### config.mk
export PLATFORM = sky130hd
export DESIGN_NAME = dsplr_readout
export DESIGN_NICKNAME = d
export VERILOG_FILES = /design/src/dsplr_pkg.sv /design/src/dsplr_pixel_mem.sv /design/src/dsplr_readout.sv
export SDC_FILE = /design/constraint.sdc
export NUM_CORES = 1
export LEC_CHECK = 0
export BUFFER_PORTS_ARGS = -buffer_cell sky130_fd_sc_hd__buf_2
export CAP_MARGIN = 10
export CORE_MARGIN = 2
export CORE_UTILIZATION = 37
export CTS_CLUSTER_SIZE = 16
export DETAILED_ROUTE_END_ITERATION = 6
export PLACE_DENSITY = 0.62
export SLEW_MARGIN = 20
export SYNTH_ARGS = -nofsm -noshare
export SYNTH_HDL_FRONTEND = slang
export SYNTH_HIERARCHICAL = 1
export SYNTH_SLANG_ARGS = --single-unit
### constraint.sdc
create_clock -name i_sys_clk -period 2.2 [get_ports i_sys_clk]
set_input_delay 0.44 -clock i_sys_clk [delete_from_list [all_inputs] [get_ports i_sys_clk]]
set_output_delay 0.44 -clock i_sys_clk [all_outputs]
set_load 0.03 [all_outputs]
### src/dsplr_pkg.sv
package dsplr_pkg;

   // Geometry of the array: two sections of equal length.
   localparam int unsigned SECTION_PIXELS = 64;
   localparam int unsigned SECTION_COUNT  = 2;
   localparam int unsigned PIXEL_BITS     = 8;
   localparam int unsigned INDEX_BITS     = 6;

   // Pixel index of the first pixel of a section.
   localparam logic [INDEX_BITS-1:0] FIRST_PIXEL = 6'h00;

   // Clock figures, kept for the timing of the phase generator.
   localparam int unsigned SYS_CLK_MHZ = 125;
   localparam real         SYS_CLK_NS  = 8.0;

   // Phase generator outputs for one clock period.
   typedef struct packed {
      logic sense_reset;
      logic sample_track;
   } dsplr_phase_s;

   // One analog section output seen as a three-state digital sample bus.
   typedef struct packed {
      logic [PIXEL_BITS-1:0] level;
      logic                  drive_en;
   } dsplr_pixel_s;

endpackage : dsplr_pkg

### src/dsplr_pixel_mem.sv
// Pixel charge store for one section; read data leaves through a register.
module dsplr_pixel_mem #(
   parameter int unsigned DEPTH = 64,
   parameter int unsigned WIDTH = 8,
   parameter int unsigned AW    = 6
) (
   input  wire logic             i_sys_clk,
   input  wire logic             i_wr_en,
   input  wire logic [AW-1:0]    i_wr_addr,
   input  wire logic [WIDTH-1:0] i_wr_data,
   input  wire logic [AW-1:0]    i_rd_addr,
   output logic      [WIDTH-1:0] o_rd_data
);

   logic [WIDTH-1:0] mem [DEPTH];

   // Storage has no reset; software-free pixels start in an unknown charge state.
   always_ff @(posedge i_sys_clk) begin
      if (i_wr_en) begin
         mem[i_wr_addr] <= i_wr_data;
      end
   end

   // Registered read keeps the output timing one clock behind the address.
   always_ff @(posedge i_sys_clk) begin
      o_rd_data <= mem[i_rd_addr];
   end

endmodule : dsplr_pixel_mem

### src/dsplr_readout.sv
module dsplr_readout
   import dsplr_pkg::*;
#(
   parameter int unsigned PIXELS = dsplr_pkg::SECTION_PIXELS,
   parameter int unsigned PBITS  = dsplr_pkg::PIXEL_BITS
) (
   input  wire logic                              i_sys_clk,
   input  wire logic                              i_rst_n,
   input  wire logic                              i_start_in_first,
   input  wire logic                              i_start_in_second,
   input  wire logic [PBITS-1:0]                  i_light_first,
   input  wire logic [PBITS-1:0]                  i_light_second,
   output logic                                   o_carry_out_first,
   output logic                                   o_carry_out_second,
   output dsplr_pkg::dsplr_pixel_s                o_pixel_out_first,
   output dsplr_pkg::dsplr_pixel_s                o_pixel_out_second,
   output dsplr_pkg::dsplr_phase_s                o_phase_generator
);
   import dsplr_pkg::*;

   localparam int unsigned AW = $clog2(PIXELS);

   // Per-section signal bundles, indexed by section number.
   logic                  start_w    [SECTION_COUNT];
   logic [PBITS-1:0]      light_w    [SECTION_COUNT];
   logic                  carry_q    [SECTION_COUNT];
   dsplr_pixel_s          pix_q      [SECTION_COUNT];

   assign start_w[0] = i_start_in_first;
   assign start_w[1] = i_start_in_second;
   assign light_w[0] = i_light_first;
   assign light_w[1] = i_light_second;

   // The two sections share nothing but the clock and reset, so either hookup is set by board wiring.
   generate
      for (genvar s = 0; s < SECTION_COUNT; s++) begin : g_section
         logic [PIXELS-1:0] shift_q;
         logic              active_q;
         logic [AW-1:0]     index_q;
         logic              show_q;
         logic [PBITS-1:0]  rd_data;
         logic [PBITS-1:0]  charge_q;

         // The start pulse enters stage zero and walks one stage per clock.
         // A start during an active period is still shifted in, but the whole register clears on
         // an edge that finds the last stage set and no start; the controller keeps its pulses spaced instead.
         always_ff @(posedge i_sys_clk or negedge i_rst_n) begin
            if (!i_rst_n) begin
               shift_q <= '0;
            end else if (shift_q[PIXELS-1] && !start_w[s]) begin
               shift_q <= '0;
            end else begin
               shift_q <= {shift_q[PIXELS-2:0], start_w[s]};
            end
         end

         // Output period flag: raised by start, dropped on the edge after the last stage.
         always_ff @(posedge i_sys_clk or negedge i_rst_n) begin
            if (!i_rst_n) begin
               active_q <= 1'b0;
            end else if (start_w[s]) begin
               active_q <= 1'b1;
            end else if (shift_q[PIXELS-1]) begin
               active_q <= 1'b0;
            end
         end

         // Pixel index restarts at the first pixel and advances every edge while active.
         always_ff @(posedge i_sys_clk or negedge i_rst_n) begin
            if (!i_rst_n) begin
               index_q <= FIRST_PIXEL;
            end else if (start_w[s]) begin
               index_q <= FIRST_PIXEL;
            end else if (active_q) begin
               index_q <= index_q + 1'b1;
            end
         end

         // Carry leaves on the cycle the pulse sits in the last stage.
         always_ff @(posedge i_sys_clk or negedge i_rst_n) begin
            if (!i_rst_n) begin
               carry_q[s] <= 1'b0;
            end else begin
               carry_q[s] <= shift_q[PIXELS-2];
            end
         end

         // Charge is the light level registered on every edge; start plays no part.
         always_ff @(posedge i_sys_clk or negedge i_rst_n) begin
            if (!i_rst_n) begin
               charge_q <= '0;
            end else begin
               charge_q <= light_w[s];
            end
         end

         // Pixel store: each pixel is read and then refilled with fresh charge on the same
         // edge, so the next output period shows what was gathered since this one.
         // Writing only while active keeps the idle index from clobbering pixel zero.
         dsplr_pixel_mem #(
            .DEPTH (PIXELS),
            .WIDTH (PBITS),
            .AW    (AW)
         ) u_mem (
            .i_sys_clk (i_sys_clk),
            .i_wr_en   (active_q),
            .i_wr_addr (index_q),
            .i_wr_data (charge_q),
            .i_rd_addr (index_q),
            .o_rd_data (rd_data)
         );

         // Output drive delayed one clock to line up with the registered read.
         always_ff @(posedge i_sys_clk or negedge i_rst_n) begin
            if (!i_rst_n) begin
               show_q <= 1'b0;
            end else begin
               show_q <= active_q;
            end
         end

         // Sample-and-hold: level only changes on a clock edge, held in between.
         always_ff @(posedge i_sys_clk or negedge i_rst_n) begin
            if (!i_rst_n) begin
               pix_q[s] <= '0;
            end else begin
               pix_q[s].drive_en <= show_q;
               pix_q[s].level    <= show_q ? rd_data : '0;
            end
         end
      end
   endgenerate

   // Carries and pixel buses leave straight from their flops.
   always_ff @(posedge i_sys_clk or negedge i_rst_n) begin
      if (!i_rst_n) begin
         o_carry_out_first  <= 1'b0;
         o_carry_out_second <= 1'b0;
         o_pixel_out_first  <= '0;
         o_pixel_out_second <= '0;
      end else begin
         o_carry_out_first  <= carry_q[0];
         o_carry_out_second <= carry_q[1];
         o_pixel_out_first  <= pix_q[0];
         o_pixel_out_second <= pix_q[1];
      end
   end

   // Phase generator: sense reset and tracking flag both toggling each cycle.
   always_ff @(posedge i_sys_clk or negedge i_rst_n) begin
      if (!i_rst_n) begin
         o_phase_generator <= '0;
      end else begin
         o_phase_generator.sense_reset  <= ~o_phase_generator.sense_reset;
         o_phase_generator.sample_track <= ~o_phase_generator.sample_track;
      end
   end

endmodule : dsplr_readout

==> results of run 1 <==
logic make-up after synthesis:
family / after synthesis / synth area share, %
mux: 326 / 13.8
buf+inv: 126 / 1.62
flops: 1242 / 77.4
xor+xnor: 8 / 0.150
simple gates: 470 / 5.11
fa+ha+maj: 2 / 0.0536
compound gates: 114 / 1.87
power by group through the flow:
stage	sequential, mW	clock [mW]	combinational (mW)
floorplan	26.8	0	1.69
detailed placement	26.8	0	3.08
global placement	26.7	0	3.03
global route	26.3	22.9	3.71
CTS	26.3	22.0	3.34
finish	26.2	21.5	3.49
how the worst max path moves through the flow:
stage                                        startpoint                                 endpoint  slack, ps
floorplan           g_section[0].index_q[0]$_DFFE_PN0P_  g_section[0].u_mem/o_rd_data[3]$_DFF_P_         50
global placement    g_section[0].index_q[0]$_DFFE_PN0P_  g_section[0].u_mem/o_rd_data[7]$_DFF_P_       -300
detailed placement  g_section[0].index_q[0]$_DFFE_PN0P_  g_section[0].u_mem/o_rd_data[7]$_DFF_P_       -350
CTS                 g_section[0].index_q[0]$_DFFE_PN0P_  g_section[0].u_mem/o_rd_data[5]$_DFF_P_        -90
global route        g_section[0].index_q[3]$_DFFE_PN0P_  g_section[0].u_mem/o_rd_data[5]$_DFF_P_       -120
finish              g_section[0].index_q[0]$_DFFE_PN0P_  g_section[0].u_mem/o_rd_data[7]$_DFF_P_        -60
critical path, stage by stage (launching register included):
cell and delay [ps]:
dfrtp_4 460, buf_6 150, buf_12 140, mux4_2 530, mux4_2 550, o21ai_4 220, nand2_1 80
synthesized netlist by cell type, drive strengths merged (26+ instances only):
master,instances,share of area (%)
dfrtp,202,11
nand2,42,0.34
nand3,26,0.28
mux2i,48,1.0
nor2b,28,0.38
clkbuf,48,0.42
nor2,176,1.4
and2,144,1.9
mux2,26,0.63
edfxtp,1024,66
buf,74,1.2
mux4,252,12
layer usage:
metal,vias to the layer above,share of wire (%),wire length [um],global-route usage (%)
li1,9956,-,-,-
met1,12100,41,42800,21.5
met2,792,50,51400,26.5
met3,182,6.4,6670,2.77
met4,2,2.7,2780,4.61
met5,-,0.012,12,0
state kept, by name, summed over array words and instances (netlist names), 9 cells and up:
signal                     count
o_pixel_out_second             9
o_pixel_out_first              9
g_section.u_mem/mem         1024
pix_q                         18
g_section.shift_q            128
g_section.charge_q            16
g_section.u_mem/o_rd_data     16
g_section.index_q             12
stage by stage:
step | cells | cell area [sq um] | setup TNS [ps]
3_3_place_gp | 4170 | 51100 | -1250
3_5_place_dp | 4170 | 51100 | -1660
4_1_cts | 4433 | 56000 | -409
5_1_grt | 4460 | 56600 | -1230
2_1_floorplan | 2288 | 46700 | 0
6_report | 4462 | 56600 | -370
layout make-up:
class | count | area, sq um | area share [%]
antenna | 2 | 5.00 | 0.00885
inverter | 4 | 15.0 | 0.0265
clock inverter | 66 | 818 | 1.45
sequential | 1242 | 36200 | 63.9
tap | 1650 | 2060 | 3.65
timing repair buffer | 419 | 3890 | 6.89
clock buffer | 159 | 3410 | 6.02
multi-input combinational | 920 | 10200 | 18.0
what timing repair did:
action                                  in CTS  in global routing
pin swaps                                   10                 10
resized for setup                           50                 51
gates cloned                                 5                  6
endpoints found under the setup margin      16                 78
endpoints found under the hold margin       65                  0
setup buffers                               15                 22
hold buffers                                18                  0
==> flow_summary.json, run 1 <==
{
  "status": "finished, violations left",
  "failed_checks": "setup timing",
  "routabilityCongestion": 0.828,
  "worst-r2r-cell-count": 6,
  "power-per-cell-area_nw_per_um2": 906,
  "portBuffers": 41,
  "p_clk_share_pct": 42.0,
  "drc": 0,
  "cp.arrival_ps": 2860,
  "rows": 130,
  "first_pass_iters": 5,
  "period_needed_ps": 2260,
  "path_clk_slew_ps": 60,
  "hold_violations": 0,
  "grt_pass1_wl_um": 156000,
  "r2r_start": "g_section[0].index_q[0]$_DFFE_PN0P_",
  "vias_per_cell": 5.17,
  "ys_ff_latch": 1242,
  "required_ps": 2800,
  "layout_commonest_cell": "edfxtp_1",
  "wl_per_cell_um": 23.2,
  "power_frac_seq_pct": 51.2,
  "swShare_pct": 21.5,
  "p_int_mw": 40.3,
  "die_y_um": 359,
  "drive_above_1_share_pct": 34.3,
  "dp_slack_ps": -348,
  "yosys_warnings": 6,
  "r2r_end": "g_section[0].u_mem/o_rd_data[7]$_DFF_P_",
  "initial_core_util_pct": 37.2,
  "cts_tree": "yes",
  "ys.flop_type": "edfxtp_1",
  "worstSetupPathType": "reg -> reg",
  "setup_violations": 12,
  "p_total_mw": 51.3,
  "clock_skew_ps": 57.5,
  "synth.cell_area_sq_um": 46700,
  "switching_power_mw": 11.0,
  "fin_util_pct": 45.1,
  "mostFrequentLayoutCells": "edfxtp_1 (1024), buf_4 (299), mux4_2 (252)",
  "core-area_sq_um": 125000,
  "drv_slew": 0,
  "hpwl_um": 65700,
  "die_area_sq_um": 129000,
  "worst-slew-pin-transition_ps": 747,
  "cp_max_fo": 6,
  "clock-root-buffer": "clkbuf_16",
  "grt_antenna_before_repair": 3,
  "ir_drop_uv": 711,
  "cts_sinks": 1242,
  "nets": 2729,
  "synth_edf_count": 1024,
  "power_frac_comb_pct": 6.8,
  "first_iter_violations": 2563,
  "area_growth_pct": 21.2,
  "synth_cells": 2288,
  "min_from": "i_start_in_second",
  "synth_cell_types": 48,
  "min_delay_path_depth": 2,
  "setup_ws_ps": -63.7,
  "die_w_um": 359,
  "grt_usage_pct": 15.9,
  "synthArstFlopShare_pct": 16.3,
  "numCtsBuffers": 120,
  "synth_nets": 2310,
  "max_freq_mhz": 442,
  "hold_slack_ps": 85.0,
  "p_leak_nw": 19.0,
  "ctsHtreeMaxLevel": 3,
  "clock_latency_ps": 730,
  "cp-end-kind": "register",
  "hp-class": "in -> reg",
  "routed_wl_um": 104000,
  "avgSynthCellArea_sq_um": 20.4,
  "grt_max_degree": 65,
  "grt_pass1_vias": 24200,
  "fin_crit_sh_pct": 103,
  "rsz0062_at_grt": "true",
  "ios": 42,
  "grt_overflow": 0,
  "ff2ff_setup_slack_ps": -60,
  "vias": 23100,
  "fillerInstances": 10400,
  "slew_headroom_pct": 50.2,
  "critPathLaunchType": "register",
  "clk_path_buf_depth": 3,
  "drv_cap": 0,
  "ant_nets": 0,
  "yosysSeqAreaShare_pct": 77.4,
  "whs_endpoint": "g_section[1].shift_q[0]$_DFF_PN0_"
}
No activity file was read; power rests on OpenSTA's default activity.
==> run 2: changes to the inputs <==
==> constraint.sdc (replaced) <==
create_clock -name i_sys_clk -period 2.2 [get_ports i_sys_clk]
set_input_delay 0.22 -clock i_sys_clk [delete_from_list [all_inputs] [get_ports i_sys_clk]]
set_output_delay 0.22 -clock i_sys_clk [all_outputs]
set_load 0.03 [all_outputs]
==> run 2 against run 1 <==
Compared with the run above:
- the run ends with DRC, setup timing left
- combinational power is 1% lower
- global-route usage is 0.16 points lower
- sequential power hardly changed
- clock skew is 27 ps lower
- clock-buffer cell count is 16 lower
- hold slack better by 44 ps
- clock power is 5% lower
- flip-flop and latch count stayed put
- fmax hardly changed
- cell count is 0.16% lower
- via count hardly changed
- critical path type unchanged
==> flow_summary.json, run 2 (synthesis gave the netlist of run 1 again) <==
{
  "cts_sinks": 1242,
  "ir_drop_uv": 608,
  "fin_crit_sh_pct": 103,
  "hold_violations": 0,
  "drive_above_1_share_pct": 33.6,
  "max_freq_mhz": 441,
  "cp.depth": 7,
  "die_y_um": 359,
  "top_regs": "g_section.u_mem/mem (1024), g_section.shift_q (128), pix_q (18)",
  "cp.arrival_ps": 2870,
  "antennaDiodeCount": 0,
  "drv_slew": 0,
  "area_growth_pct": 20.2,
  "worstSetupPathType": "reg -> reg",
  "required_ps": 2800,
  "worst-r2r-cell-count": 7,
  "slew_headroom_pct": 50.9,
  "p_leak_nw": 18.8,
  "ff2ff_setup_slack_ps": -70,
  "dp.cells": 4181,
  "die_w_um": 359,
  "core-area_sq_um": 125000,
  "dp_slack_ps": -220,
  "vias_per_cell": 5.18,
  "cp-end-kind": "register",
  "cp_slowest_cell": "mux4_2",
  "hold_slack_ps": 129,
  "ios": 42,
  "grt_max_degree": 65,
  "min_delay_path_depth": 2,
  "worstPathCellList": "buf_12 -> buf_16 -> buf_12 -> mux4_2 -> mux4_2 -> o21ai_2 -> nand2_1",
  "critPathTopFamily": "multiplexers",
  "path_clk_slew_ps": 60,
  "largest_reg_flops": 1024,
  "period_needed_ps": 2270,
  "setup_ws_ps": -65.2,
  "crit_start": "g_section[1].index_q[0]$_DFFE_PN0P_",
  "ctsHtreeMaxLevel": 3,
  "clk_path_buf_depth": 3,
  "wl_per_cell_um": 22.9,
  "routabilityCongestion": 0.832,
  "clock-root-buffer": "clkbuf_16",
  "layout.area.seq_sq_um": 36200,
  "grt_pass1_vias": 24000,
  "r2r_start": "g_section[1].index_q[0]$_DFFE_PN0P_",
  "p_total_mw": 50.1,
  "power-per-cell-area_nw_per_um2": 893,
  "cp_max_fo": 8,
  "hpwl_um": 64900,
  "critPathLaunchType": "register",
  "numCtsBuffers": 119,
  "worst-path-buf-inv": 3,
  "regMostFlops": "g_section.u_mem/mem",
  "nets": 2726,
  "critPathMaxStageDelay_ps": 490,
  "failed_checks": "DRC, setup timing",
  "mostFrequentLayoutCells": "edfxtp_1 (1024), buf_4 (298), mux4_2 (252)",
  "routed_wl_um": 102000,
  "clock_latency_ps": 730,
  "status": "finished, violations left",
  "initial_core_util_pct": 37.2,
  "cts_tree": "yes",
  "grt_overflow": 0,
  "setup_violations": 15,
  "grt_usage_pct": 15.8,
  "crit_end": "g_section[1].u_mem/o_rd_data[7]$_DFF_P_",
  "drc": 1,
  "grt_antenna_before_repair": 2,
  "rows": 130,
  "hp-class": "in -> reg",
  "stdcell_count": 4455,
  "first_pass_iters": 7,
  "layout_commonest_cell": "edfxtp_1",
  "worst-slew-pin-transition_ps": 737,
  "drv_cap": 0,
  "first_iter_violations": 2210,
  "vias": 23100,
  "die_area_sq_um": 129000,
  "fillerInstances": 10500,
  "r2r_end": "g_section[1].u_mem/o_rd_data[7]$_DFF_P_",
  "portBuffers": 41,
  "rsz0062_at_grt": "true",
  "clock_skew_ps": 31.0,
  "multiInputGateArea_sq_um": 10100,
  "grt_pass1_wl_um": 155000,
  "ant_nets": 0
}
[run 2: what timing repair did]
| item | in CTS | in global routing |
|---|---|---|
| gates cloned | 3 | 5 |
| endpoints found under the setup margin | 61 | 197 |
| pin swaps | 2 | 8 |
| hold buffers | 21 | 0 |
| hold endpoints to repair | 234 | 0 |
| buffers inserted | 14 | 11 |
| resized for setup | 55 | 41 |
[run 2: power by group]
group          switching [mW]  internal, mW
clock network            8.70          11.8
logic                    1.83          1.61
registers               0.302          25.9
total                    10.8          39.3
[run 2: area by class of cell]
type	instances	share of cell area, %
repair buffers	417	6.75
multi-input cells	920	18.1
clock inverters	79	1.37
flip-flops and latches	1242	64.4
well taps	1650	3.68
clock buffers	143	5.68
inverters	4	0.0268
[run 2: how the worst min path moves through the flow]
stage	from	to	slack [ps]
detailed placement	i_rst_n	g_section[0].charge_q[4]$_DFF_PN0_	170
finish	i_light_second[6]	g_section[1].charge_q[6]$_DFF_PN0_	130
global route	i_light_second[6]	g_section[1].charge_q[6]$_DFF_PN0_	100
global placement	i_rst_n	g_section[0].charge_q[4]$_DFF_PN0_	160
floorplan	i_rst_n	carry_q[0]$_DFF_PN0_	-80
CTS	i_light_second[0]	g_section[1].charge_q[0]$_DFF_PN0_	70
[run 2: stage by stage]
step                      setup TNS (ps)  area, sq um  utilization (%)
final                               -517        56100             44.8
after global routing               -1520        56100             44.8
after CTS                           -621        55700             44.5
after detailed placement           -2000        51100             40.7
after global placement             -1640        51100             40.7
after floorplan                        0        46700                -
[run 2: layer usage]
layer	GRT usage [%]	part of all wire [%]
met5	0	0.013
met4	4.78	2.7
met3	2.69	5.8
met2	25.9	49
met1	21.5	42
[run 2: worst register-to-register path, cell delays in order (launching register included)]
cell	delay, ps
dfrtp_4	480
buf_12	180
buf_16	160
buf_12	110
mux4_2	470
mux4_2	490
o21ai_2	180
nand2_1	70
==> run 3: changes to the inputs <==
- CORE_UTILIZATION: 37 -> 56
- PLACE_DENSITY: 0.62 -> 0.84
==> run 3 against run 2 <==
Compared with the run above:
- the flow finishes with violations (setup timing)
- non-clock buffer count rose by 1
- critical path depth rose by 1
- utilization rose by 23 points
- via count rose by 14%
- design area fell by 1.1%
- critical endpoint is now g_section[1].u_mem/o_rd_data[6]$_DFF_P_
==> flow_summary.json, run 3 (synthesis gave the netlist of run 1 again) <==
{
  "status": "finished, violations left",
  "failed_checks": "setup timing",
  "max_freq_mhz": 389,
  "clock_latency_ps": 730,
  "fin_crit_sh_pct": 117,
  "cp-end-kind": "register",
  "mostFrequentLayoutCells": "edfxtp_1 (1024), buf_4 (286), mux4_2 (252)",
  "cp.arrival_ps": 3150,
  "die_w_um": 293,
  "portBuffers": 41,
  "nets": 2721,
  "ir_drop_uv": 749,
  "p_int_mw": 38.6,
  "drive_above_1_share_pct": 34.7,
  "required_ps": 2780,
  "largest_reg_flops": 1024,
  "cp_max_fo": 12,
  "hold_slack_ps": 27.5,
  "layout.area.seq_sq_um": 36200,
  "swShare_pct": 23.3,
  "worstPathCellList": "buf_12 -> buf_4 -> mux4_2 -> nor2_1 -> nor4_1 -> buf_4 -> nor3_2 -> o32ai_1",
  "critPathLaunchType": "register",
  "routed_wl_um": 131000,
  "ios": 42,
  "rows": 105,
  "die_area_sq_um": 85700,
  "initial_core_util_pct": 56.7,
  "die_y_um": 293,
  "fillerInstances": 4520,
  "power_frac_comb_pct": 7.6,
  "wl_per_cell_um": 34.0,
  "numCtsBuffers": 113,
  "ctsHtreeMaxLevel": 3,
  "path_clk_slew_ps": 70,
  "layout_commonest_cell": "edfxtp_1",
  "critPathMaxStageDelay_ps": 570,
  "top_regs": "g_section.u_mem/mem (1024), g_section.shift_q (128), pix_q (18)",
  "core-area_sq_um": 82400,
  "p_total_mw": 50.3,
  "setup_violations": 244,
  "hold_violations": 0,
  "worst-path-buf-inv": 3,
  "p_leak_nw": 18.8,
  "drc": 0,
  "postPlaceCellArea_sq_um": 50400,
  "cts_tree": "yes",
  "clk_path_buf_depth": 3,
  "setup_ws_ps": -369,
  "clock_skew_ps": 57.1,
  "grt_antenna_before_repair": 4,
  "clock-root-buffer": "clkbuf_16",
  "ant_nets": 0,
  "drv_cap": 0,
  "area_growth_pct": 18.9,
  "critPathTopFamily": "simple AND/OR/NAND/NOR gates",
  "worstSetupPathType": "reg -> reg",
  "grt_usage_pct": 28.4,
  "p_clk_share_pct": 40.2,
  "hp-class": "in -> async",
  "grt_overflow": 0,
  "first_iter_violations": 4161,
  "final_area_sq_um": 55500,
  "vias": 26200,
  "grt_max_degree": 65,
  "power_frac_seq_pct": 52.2,
  "first_pass_iters": 6,
  "path_common_cell": "buf_4",
  "power-per-cell-area_nw_per_um2": 906,
  "slew_headroom_pct": 19.6,
  "worst-slew-pin-transition_ps": 1210,
  "dp_slack_ps": -384,
  "routabilityCongestion": 0.867,
  "period_needed_ps": 2570,
  "vias_per_cell": 6.78,
  "hpwl_um": 65500,
  "grt_pass1_vias": 26400,
  "multiInputGateArea_sq_um": 10300,
  "regMostFlops": "g_section.u_mem/mem",
  "cts_sinks": 1242,
  "cp_slowest_cell": "mux4_2",
  "grt_pass1_wl_um": 177000,
  "drv_slew": 0,
  "switching_power_mw": 11.7,
  "rsz0062_at_grt": "true",
  "fin_setup_tns_ps": -11640
}
[run 3: cell type report]
type / count / share of cell area [%]
diodes: 2 / 0.00901
clock buffers: 154 / 5.84
flip-flops and latches: 1242 / 65.1
clock inverters: 61 / 0.976
multi-input cells: 920 / 18.6
inverters: 4 / 0.0270
repair buffers: 418 / 6.99
well taps: 1070 / 2.41
[run 3: per-stage QoR]
step | std cells | utilization (%)
after floorplan | 2288 | -
after global placement | 3596 | 61.2
after detailed placement | 3596 | 61.2
after CTS | 3858 | 66.9
after global routing | 3869 | 67.4
final | 3871 | 67.4
[run 3: metal layers]
metal  GRT usage [%]  wire (um)
met5               0         31
met4            13.6       9610
met3            5.24      15000
met2            48.1      64900
met1            35.7      41900
[run 3: power by group through the flow]
| stage | logic [mW] | clock network (mW) | registers [mW] |
|---|---|---|---|
| after floorplan | 1.69 | 0 | 26.8 |
| after detailed placement | 3.11 | 0 | 26.8 |
| final | 3.81 | 20.2 | 26.3 |
| after global placement | 2.98 | 0 | 26.7 |
| after global routing | 3.90 | 21.0 | 26.3 |
| after CTS | 3.49 | 19.9 | 26.2 |
[run 3: final timing paths]
check                      depth (start not counted)                                      end  slack, ps                                 from
max                                                8  g_section[1].u_mem/o_rd_data[6]$_DFF_P_       -370  g_section[1].index_q[0]$_DFFE_PN0P_
min                                                2       g_section[0].charge_q[2]$_DFF_PN0_         30                              i_rst_n
max reg2reg                                        8  g_section[1].u_mem/o_rd_data[6]$_DFF_P_       -370  g_section[1].index_q[0]$_DFFE_PN0P_
min reg2reg                                        0          o_pixel_out_second[3]$_DFF_PN0_        350                   pix_q[3]$_DFF_PN0_
max in group asynchronous                          3      g_section[1].index_q[2]$_DFFE_PN0P_       1450                              i_rst_n
min in group i_sys_clk                             2       g_section[0].charge_q[1]$_DFF_PN0_        150                     i_light_first[1]
[run 3: repair_timing]
| action | CTS | global route |
|---|---|---|
| resized for setup | 84 | 69 |
| cloned | 4 | 3 |
| hold buffers | 19 | 0 |
| endpoints found under the setup margin | 328 | 408 |
| pin swaps | 11 | 8 |
| setup buffers | 26 | 9 |
| endpoints found under the hold margin | 234 | 0 |
